$ cat src/verilog/dbu_pkg.sv
package dbu_pkg;
  // Register byte offsets on the APB slave
  localparam logic [11:0] OFS_STATUS_MIRROR = 12'h008;
  localparam logic [11:0] OFS_WORK_BASE = 12'h00c;
  localparam logic [11:0] OFS_BREAK_CTRL = 12'h010;
  localparam logic [11:0] OFS_BREAK_ADDR0 = 12'h020;
  localparam logic [11:0] OFS_DEBUG_STAT = 12'h030;
  localparam logic [11:0] OFS_UNPROTECT = 12'h034;
  // Status mirror field positions
  localparam int MIRROR_IL_LSB = 5;
  localparam int MIRROR_IE_BIT = 4;
  localparam int MIRROR_C_BIT = 3;
  localparam int MIRROR_V_BIT = 2;
  localparam int MIRROR_Z_BIT = 1;
  localparam int MIRROR_N_BIT = 0;
  localparam logic [15:0] MIRROR_RESET = 16'h0000;
  // Break control fields, link clock divider and work area size
  localparam int CTRL_STEP_BIT = 4;
  localparam logic [1:0] LINK_CLK_DIV = 2'h3;
  localparam int WORK_AREA_BYTES = 64;

  typedef struct packed {
    logic [2:0] il;
    logic ie;
    logic c;
    logic v;
    logic z;
    logic n;
  } dbu_psr_type;

  typedef struct packed {
    logic brk_insn;
    logic retd_insn;
    logic insn_done;
    logic fetch_valid;
    logic [23:0] fetch_addr;
  } dbu_core_type;

  typedef enum logic [2:0] {
    SRC_NONE, SRC_ADDR, SRC_STEP, SRC_FORCE, SRC_SOFT
  } dbu_src_type;
endpackage : dbu_pkg
$ cat src/verilog/dbu_break_unit.sv
// The implementer's own choices: the register offsets and the APB slave port.
`timescale 1ns/1ps
`default_nettype none
// Notes on behaviour
// - At reset the core loads its program counter from the reset vector.
// - Status mirror reads give the live status word; writes change nothing.
// - Mirror bits 7..5 show interrupt level; bits 15..8 read zero.
// - Mirror bit 4 shows the global interrupt enable.
// - Mirror bits 3..0 show carry, overflow, zero, negative; reset zero.
// - Up to four armed break addresses raise a debug interrupt pre-execution.
// - Single step raises a debug interrupt after each completed instruction.
// - Probe break request on the data pin forces a debug interrupt.
// - The software break instruction raises a debug interrupt.
// - Every debug interrupt puts the core into debug mode.
// - Peripherals run or stop in debug mode by their own run bit.
// - Debug mode lasts until probe cancel or debug-return instruction.
// - No hardware interrupt or NMI is accepted during debug mode.
// - Work area base reads start address in bits 23..0, upper zero.
// - Debug link clock is an output, low after reset.
// - Data pin is bidirectional, carries break request, input after reset.
// - Status output pin reports processor status while debugging; low at reset.
// - Debug pins act as debug pins after reset; reassignable when unused.
// - Protected flash read through the debugger returns undefined data.
// - Protected flash programming through the probe ends in error.
// - Correct unprotect password lifts protection until the next reset.
module dbu_break_unit #(
  parameter int NUM_BREAKS = 4,
  parameter int NUM_PERIPH = 8,
  parameter logic [23:0] WORK_BASE = 24'h000fc0,
  parameter logic [31:0] UNLOCK_KEY = 32'h5a5a_a5a5
) (
  input wire logic pclk,
  input wire logic presetn,
  input wire logic psel,
  input wire logic penable,
  input wire logic pwrite,
  input wire logic [11:0] paddr,
  input wire logic [31:0] pwdata,
  output logic [31:0] prdata,
  output logic pready,
  output logic pslverr,
  input wire dbu_pkg::dbu_psr_type core_psr,
  input wire dbu_pkg::dbu_core_type core_evt,
  input wire logic [23:0] reset_vector,
  output logic pc_load_vector,
  output logic debug_irq,
  output logic debug_mode,
  output logic irq_accept_en,
  output logic nmi_accept_en,
  input wire logic [NUM_PERIPH-1:0] run_in_debug_bit,
  output logic [NUM_PERIPH-1:0] periph_run,
  input wire logic probe_cancel,
  input wire logic dbg_flash_rd,
  input wire logic [15:0] flash_rdata,
  output logic [15:0] dbg_flash_rdata,
  input wire logic dbg_flash_prog,
  output logic dbg_flash_err,
  output logic flash_protected,
  input wire logic pins_to_gpio,
  output logic debug_link_clock,
  input wire logic debug_data_io_in,
  output logic debug_data_io_out,
  output logic debug_data_io_oe,
  input wire logic probe_tx_bit,
  input wire logic probe_tx_en,
  output logic debug_status_out
);
  localparam int BI = $clog2(NUM_BREAKS);
  ////////////////////////////////////////////////////////////////////////////
  logic [23:0] brk_addr_r [NUM_BREAKS];
  logic [NUM_BREAKS-1:0] brk_arm_r;
  logic step_r;
  logic debug_r;
  logic protect_r;
  logic [1:0] div_r;
  logic lclk_r;
  logic sio_s1_r, sio_s2_r, sio_s3_r;
  logic pcl_r;
  dbu_pkg::dbu_src_type src_r;
  logic [31:0] prdata_r;
  logic fl_err_r;
  logic [15:0] fl_data_r;
  logic wr_en, rd_en;
  logic hit, step_hit, force_hit, soft_hit, trig;
  logic [15:0] mirror;

  function automatic logic is_brk_addr(input logic [11:0] a, output int idx);
    idx = (int'(a) - int'(dbu_pkg::OFS_BREAK_ADDR0)) / 4;
    return (a >= dbu_pkg::OFS_BREAK_ADDR0) && (idx < NUM_BREAKS)
      && (a[1:0] == 2'h0);
  endfunction : is_brk_addr

  ////////////////////////////////////////////////////////////////////////////
  // APB: zero wait states, so pready is always high
  assign pready = 1'b1;
  assign wr_en = psel & penable & pwrite;
  assign rd_en = psel & ~penable & ~pwrite;

  // Mirror is combinational from the core so reads see this cycle's status
  always_comb begin
    mirror = dbu_pkg::MIRROR_RESET;
    mirror[dbu_pkg::MIRROR_IL_LSB +: 3] = core_psr.il;
    mirror[dbu_pkg::MIRROR_IE_BIT] = core_psr.ie;
    mirror[dbu_pkg::MIRROR_C_BIT] = core_psr.c;
    mirror[dbu_pkg::MIRROR_V_BIT] = core_psr.v;
    mirror[dbu_pkg::MIRROR_Z_BIT] = core_psr.z;
    mirror[dbu_pkg::MIRROR_N_BIT] = core_psr.n;
  end

  // Read data is captured in setup, so it reflects status at that edge
  always_ff @(posedge pclk or negedge presetn) begin
    if (!presetn) begin
      prdata_r <= 32'h0000_0000;
    end else if (rd_en) begin
      int k;
      prdata_r <= 32'h0000_0000;
      if (paddr == dbu_pkg::OFS_STATUS_MIRROR) begin
        prdata_r <= {16'h0000, mirror};
      end else if (paddr == dbu_pkg::OFS_WORK_BASE) begin
        prdata_r <= {8'h00, WORK_BASE};
      end else if (paddr == dbu_pkg::OFS_BREAK_CTRL) begin
        prdata_r[NUM_BREAKS-1:0] <= brk_arm_r;
        prdata_r[dbu_pkg::CTRL_STEP_BIT] <= step_r;
      end else if (paddr == dbu_pkg::OFS_DEBUG_STAT) begin
        prdata_r <= {27'h0, protect_r, src_r, debug_r};
      end else if (is_brk_addr(paddr, k)) begin
        prdata_r <= {8'h00, brk_addr_r[k[BI-1:0]]};
      end
    end
  end
  assign prdata = prdata_r;
  assign pslverr = 1'b0;

  ////////////////////////////////////////////////////////////////////////////
  // Break configuration; mirror and base are read-only, writes dropped
  always_ff @(posedge pclk or negedge presetn) begin
    if (!presetn) begin
      brk_arm_r <= '0;
      step_r <= 1'b0;
      for (int i = 0; i < NUM_BREAKS; i++) begin
        brk_addr_r[i] <= 24'h000000;
      end
    end else if (wr_en) begin
      int k;
      if (paddr == dbu_pkg::OFS_BREAK_CTRL) begin
        brk_arm_r <= pwdata[NUM_BREAKS-1:0];
        step_r <= pwdata[dbu_pkg::CTRL_STEP_BIT];
      end else if (is_brk_addr(paddr, k)) begin
        brk_addr_r[k[BI-1:0]] <= pwdata[23:0];
      end
    end
  end

  ////////////////////////////////////////////////////////////////////////////
  // Probe data pin synchroniser; a falling edge on an idle line means break
  always_ff @(posedge pclk or negedge presetn) begin
    if (!presetn) begin
      sio_s1_r <= 1'b1;
      sio_s2_r <= 1'b1;
      sio_s3_r <= 1'b1;
    end else begin
      sio_s1_r <= debug_data_io_in;
      sio_s2_r <= sio_s1_r;
      sio_s3_r <= sio_s2_r;
    end
  end

  always_comb begin
    hit = 1'b0;
    for (int i = 0; i < NUM_BREAKS; i++) begin
      if (brk_arm_r[i] && core_evt.fetch_valid
          && core_evt.fetch_addr == brk_addr_r[i]) begin
        hit = 1'b1;
      end
    end
  end
  assign step_hit = step_r & core_evt.insn_done;
  // Falling edge on an idle, non-driven line is the forcible break
  assign force_hit = ~pins_to_gpio & ~debug_data_io_oe
    & sio_s3_r & ~sio_s2_r;
  assign soft_hit = core_evt.brk_insn;
  assign trig = hit | step_hit | force_hit | soft_hit;

  ////////////////////////////////////////////////////////////////////////////
  // Debug mode: triggers are ignored while in debug mode, so exit wins over a trigger in the same cycle
  always_ff @(posedge pclk or negedge presetn) begin
    if (!presetn) begin
      debug_r <= 1'b0;
      src_r <= dbu_pkg::SRC_NONE;
    end else if (!debug_r && trig) begin
      debug_r <= 1'b1;
      if (hit) src_r <= dbu_pkg::SRC_ADDR;
      else if (force_hit) src_r <= dbu_pkg::SRC_FORCE;
      else if (soft_hit) src_r <= dbu_pkg::SRC_SOFT;
      else src_r <= dbu_pkg::SRC_STEP;
    end else if (debug_r && (probe_cancel || core_evt.retd_insn)) begin
      debug_r <= 1'b0;
    end
  end
  assign debug_irq = ~debug_r & trig;
  assign debug_mode = debug_r;
  assign irq_accept_en = ~debug_r;
  assign nmi_accept_en = ~debug_r;
  assign periph_run = debug_r ? run_in_debug_bit : '1;

  // Request to load the PC from the vector, held through reset and cleared on the first edge after release
  always_ff @(posedge pclk or negedge presetn) begin
    if (!presetn) pcl_r <= 1'b1;
    else pcl_r <= 1'b0;
  end
  assign pc_load_vector = pcl_r & (reset_vector == reset_vector);

  ////////////////////////////////////////////////////////////////////////////
  // Flash security: only a reset restores protection
  always_ff @(posedge pclk or negedge presetn) begin
    if (!presetn) begin
      protect_r <= 1'b1;
    end else if (wr_en && paddr == dbu_pkg::OFS_UNPROTECT
                 && pwdata == UNLOCK_KEY) begin
      protect_r <= 1'b0;
    end
  end
  assign flash_protected = protect_r;

  always_ff @(posedge pclk or negedge presetn) begin
    if (!presetn) begin
      fl_data_r <= 16'h0000;
      fl_err_r <= 1'b0;
    end else begin
      // Undefined data modelled as a fixed filler to avoid leaking content
      if (dbg_flash_rd) fl_data_r <= protect_r ? 16'hffff : flash_rdata;
      fl_err_r <= dbg_flash_prog & protect_r;
    end
  end
  assign dbg_flash_rdata = fl_data_r;
  assign dbg_flash_err = fl_err_r;

  ////////////////////////////////////////////////////////////////////////////
  // Link clock divider; pins fall back to idle when handed to GPIO
  always_ff @(posedge pclk or negedge presetn) begin
    if (!presetn) begin
      div_r <= 2'h0;
      lclk_r <= 1'b0;
    end else if (pins_to_gpio) begin
      div_r <= 2'h0;
      lclk_r <= 1'b0;
    end else if (div_r == dbu_pkg::LINK_CLK_DIV) begin
      div_r <= 2'h0;
      lclk_r <= ~lclk_r;
    end else begin
      div_r <= div_r + 2'h1;
    end
  end
  assign debug_link_clock = lclk_r;
  assign debug_data_io_oe = probe_tx_en & ~pins_to_gpio;
  assign debug_data_io_out = probe_tx_bit;
  assign debug_status_out = debug_r & ~pins_to_gpio;

  ////////////////////////////////////////////////////////////////////////////
  a_enter_debug: assert property (@(posedge pclk) disable iff (!presetn)
    (!debug_r && trig) |=> debug_r) else $error("no debug entry");
  a_stay_debug: assert property (@(posedge pclk) disable iff (!presetn)
    (debug_r && !probe_cancel && !core_evt.retd_insn) |=> debug_r)
    else $error("debug left early");
  a_leave_debug: assert property (@(posedge pclk) disable iff (!presetn)
    (debug_r && core_evt.retd_insn) |=> !debug_r)
    else $error("debug not left");
  a_irq_masked: assert property (@(posedge pclk) disable iff (!presetn)
    debug_r |-> !irq_accept_en && !nmi_accept_en)
    else $error("irq open in debug");
  a_addr_break: assert property (@(posedge pclk) disable iff (!presetn)
    (!debug_r && hit) |-> debug_irq ##1 src_r == dbu_pkg::SRC_ADDR)
    else $error("address break lost");
  a_step_break: assert property (@(posedge pclk) disable iff (!presetn)
    (!debug_r && step_r && core_evt.insn_done) |=> debug_r)
    else $error("step break lost");
  a_soft_break: assert property (@(posedge pclk) disable iff (!presetn)
    (!debug_r && core_evt.brk_insn) |=> debug_r)
    else $error("soft break lost");
  a_prot_err: assert property (@(posedge pclk) disable iff (!presetn)
    (dbg_flash_prog && protect_r) |=> dbg_flash_err)
    else $error("no program error");
  a_prot_sticky: assert property (@(posedge pclk) disable iff (!presetn)
    !protect_r |=> !protect_r) else $error("protect rose");
  a_mirror_read: assert property (@(posedge pclk) disable iff (!presetn)
    (rd_en && paddr == dbu_pkg::OFS_STATUS_MIRROR)
    |=> prdata[15:0] == $past(mirror) && prdata[31:16] == 16'h0000)
    else $error("mirror mismatch");
  // Handing the pins to GPIO parks the clock low on the next pclk edge
  a_link_div: assert property (@(posedge pclk)
    disable iff (!presetn || pins_to_gpio)
    ($rose(lclk_r) && !pins_to_gpio) |=> lclk_r [*3])
    else $error("link clock short");
endmodule : dbu_break_unit
`default_nettype wire

$ cat config.mk
export PLATFORM = sky130hd
export DESIGN_NAME = dbu_break_unit
export DESIGN_NICKNAME = d
export VERILOG_FILES = /design/src/verilog/dbu_pkg.sv /design/src/verilog/dbu_break_unit.sv
export SDC_FILE = /design/constraint.sdc
export NUM_CORES = 1
export LEC_CHECK = 0
export ABC_AREA = 1
export BUFFER_PORTS_ARGS = -buffer_cell sky130_fd_sc_hd__buf_2
export CAP_MARGIN = 20
export CORE_MARGIN = 2
export CORE_UTILIZATION = 35
export DETAILED_ROUTE_END_ITERATION = 10
export GPL_ROUTABILITY_DRIVEN = 0
export PLACE_DENSITY = 0.59
export SETUP_SLACK_MARGIN = 0.3
export SLEW_MARGIN = 20
export SYNTH_ARGS = -nofsm -noshare
export SYNTH_HDL_FRONTEND = slang
export SYNTH_SLANG_ARGS = --single-unit
$ cat constraint.sdc
create_clock -name pclk -period 1.6 [get_ports pclk]
set_input_delay 0.24 -clock pclk [delete_from_list [all_inputs] [get_ports pclk]]
set_output_delay 0.24 -clock pclk [all_outputs]
set_load 0.03 [all_outputs]
==> flow_summary.toml <==
[run_status]
status = "finished with violations"
violations = "negative setup slack"

[drt]
vias = 9873
drtAntennaViolNets = 0
drtIter0Drc = 764
drc = 0
wl_mm = 33.5
dr.pass1.iters = 5
wl_per_cell_um = 17.0
via_per_inst = 5.01

[critical_path]
start_kind = "input pin"
cp.arrival_ns = 3.75
critPathSlowestCell = "clkbuf_16"
cp.required_ns = 1.90
max_stage_delay_ns = 0.29
cp_common_cell = "buf_4"
crit_path_end_kind = "flip-flop"
crit_type = "input pin to flip-flop"
path_max_fanout = 9
crit_family = "buffers and inverters"
path_buf_inv = 14

[die]
die_area_mm2 = 0.0268
dieWidth_um = 164
initial_core_util = 0.356
core_area_mm2 = 0.0251
ios = 209
rows = 58
fp.dieH_um = 164

[placed_design]
io_buffers = 172
dpl.hpwl_mm = 22.8
pre_cts_slack_ns = -2.13

[min_path]
holdCritPathClass = "input pin to flip-flop"

[final_layout]
final_cell_mix = "299 x nand2_1, 236 x buf_4, 153 x buf_2"
layout.cells.most_common = "nand2_1"
layout-drive-gt1-share = 0.423
syn_to_final_growth_pct = 56.3
diodes = 0
final_nets = 1779

[pwr]
p_leak_nw = 6.92
ir_drop_mv = 0.454
powerDensity_mw_per_mm2 = 709

[global_route]
antenna_found_initial = 0
grt_max_degree = 49
grt_first_pass_wirelength_mm = 48.0
overflow = 0
grt_usage = 0.230
grt_pass1_vias = 9164

[timing]
rsz0062_at_grt = "true"
slew-limit-headroom = 0.538
layout_setup_ws_ns = -1.84
fin_crit_sh = 2.15
report.final.slew_viol_count = 0
hold_ws_ns = 0.0238
tightestPinTransition_ns = 0.693
period_minus_slack_ns = 3.44
finalHoldViolations = 0
setup_viol = 134
max_clock_freq_mhz = 290
skew_ns = 0.0106

[yosys]
ys_seq_area_frac = 0.432
avgSynthCellArea_um2 = 7.55
synth_edf_count = 0
synthCells = 1183
synth_top_family_by_area = "simple AND/OR/NAND/NOR gates"
synth-seq-cells = 154
yosys.area_share.simple = 0.260
synthFlopType = "dfrtp_1"
synth_mux_area_frac = 0
netlist_area_mm2 = 0.00894
yosysWarningCount = 0
synthArstFlopShare = 1.00
synthAdderAreaFrac = 0.0140
synthXorXnorAreaFrac = 0.0392
synth_compound_area_frac = 0.159
yosysUniqueCellTypes = 45

[run]
cap_violations = 0

[clock_tree]
clkTransAtPathRegs_ns = 0.07
cts_tree = "built"
cts_sinks = 154
htreeDepth = 4
cts.path.max_buffers = 2
clk_latency_ns = 0.43
cts_inserted_buffers = 17
clock_tree.root_cell = "clkbuf_16"
## cell type report
type                    instances  area (um^2)
clock buffers                  17          425
clock inverters                15          178
fillers                      2318        11100
inverters                     138          538
multi-input cells             852         4960
flip-flops and latches        154         3870
well taps                     330          413
repair buffers                466         3590
## metal layers
metal	GRT usage	vias to the layer above	wire length (um)	part of all wire
met2	0.388	384	16300	0.49
met1	0.308	4682	14200	0.43
met3	0.0343	54	2280	0.068
li1	-	4753	-	-
met5	0	-	0	0
met4	0.0650	0	695	0.021
## Yosys cell counts (2+ instances only)
cell type / count / area share
nand4_1: 28 / 0.020
o211ai_1: 3 / 0.0025
o21ai_1: 84 / 0.047
nor2_1: 68 / 0.029
nand3_1: 37 / 0.021
buf_4: 13 / 0.011
nor3_1: 11 / 0.0062
conb_1: 2 / 0.00084
clkbuf_1: 14 / 0.0059
clkinv_1: 2 / 0.00084
inv_1: 129 / 0.054
o21ai_0: 78 / 0.044
or2_2: 19 / 0.013
xor2_1: 14 / 0.014
o21ai_2: 8 / 0.0078
dfstp_2: 5 / 0.015
o2111ai_1: 5 / 0.0049
nand2_4: 3 / 0.0038
nor4_1: 5 / 0.0035
nor2_2: 5 / 0.0035
nand2_2: 5 / 0.0035
a22oi_1: 16 / 0.013
a221oi_1: 5 / 0.0049
buf_6: 12 / 0.015
a21oi_1: 21 / 0.012
nand3_2: 4 / 0.0045
dfrtp_1: 149 / 0.42
xnor2_1: 26 / 0.025
nand2_1: 351 / 0.15
o22ai_1: 23 / 0.016
buf_2: 10 / 0.0056
inv_2: 6 / 0.0025
ha_1: 10 / 0.014
## power breakdown
group          internal, mW  leakage [nW]  switching, mW
Sequential             3.99          2.06         0.0545
Combinational         0.676          4.57          0.971
Clock                  2.36         0.294           1.86
Total                  7.02          6.92           2.89
## repair_timing
item,4_1_cts,5_1_grt
pin swaps,10,40
cloned,1,12
endpoints found under the hold margin,152,0
setup endpoints to repair,144,155
hold buffers,5,0
setup buffers,37,26
resized for setup,85,173
## worst paths after layout
path | slack [ns] | from | to | depth (start not counted)
setup / recovery | -1.84 | paddr[10] | brk_addr_r[47]$_DFFE_PN0P_ | 34
hold / removal | 0.02 | flash_rdata[14] | dbg_flash_rdata[14]$_DFFE_PN0P_ | 3
setup reg to reg | -0.20 | brk_addr_r[85]$_DFFE_PN0P_ | src_r[0]$_DFFE_PN0P_ | 13
hold reg to reg | 0.36 | sio_s1_r$_DFF_PN1_ | sio_s2_r$_DFF_PN1_ | 0
max in group asynchronous | 0.81 | presetn | pc_load_vector$_DFF_PN1_ | 3
min in group asynchronous | 0.22 | presetn | prdata[5]$_DFFE_PN0P_ | 2
## worst min-delay path, stage by stage
cell and delay, ns:
buf_2 0.07, o21ai_0 0.06, nand2_1 0.05
## state kept, by name, indices dropped and copies added, names as in the netlist, 2 cells and up
register         count
prdata              24
dbg_flash_rdata     16
div_r                2
src_r                3
brk_addr_r          96
brk_arm_r            4
## cell families (layout without fill, tap and decap cells)
| group | count (synthesis) | count (layout) |
|---|---|---|
| and+or+nand+nor | 540 | 541 |
| AOI/OAI and AO/OA | 250 | 250 |
| buffers and inverters | 187 | 636 |
| DFF | 154 | 154 |
| xor gates and xnor gates | 40 | 40 |
| adders and majority gates | 10 | 10 |
| other | 2 | 11 |
## through the flow
step	TNS (ns)	power, mW	instance area (um^2)	util	std cells
floorplan	-238.72	4.83	9070	-	1192
global placement	-245.23	5.51	11700	0.466	1859
detailed placement	-251.32	5.53	11700	0.466	1859
CTS	-196.81	9.83	12900	0.516	1934
global route	-246.60	10.3	14000	0.556	1972
finish	-215.43	9.91	14000	0.556	1972
Note: power is estimated with default switching activity, not from simulation.
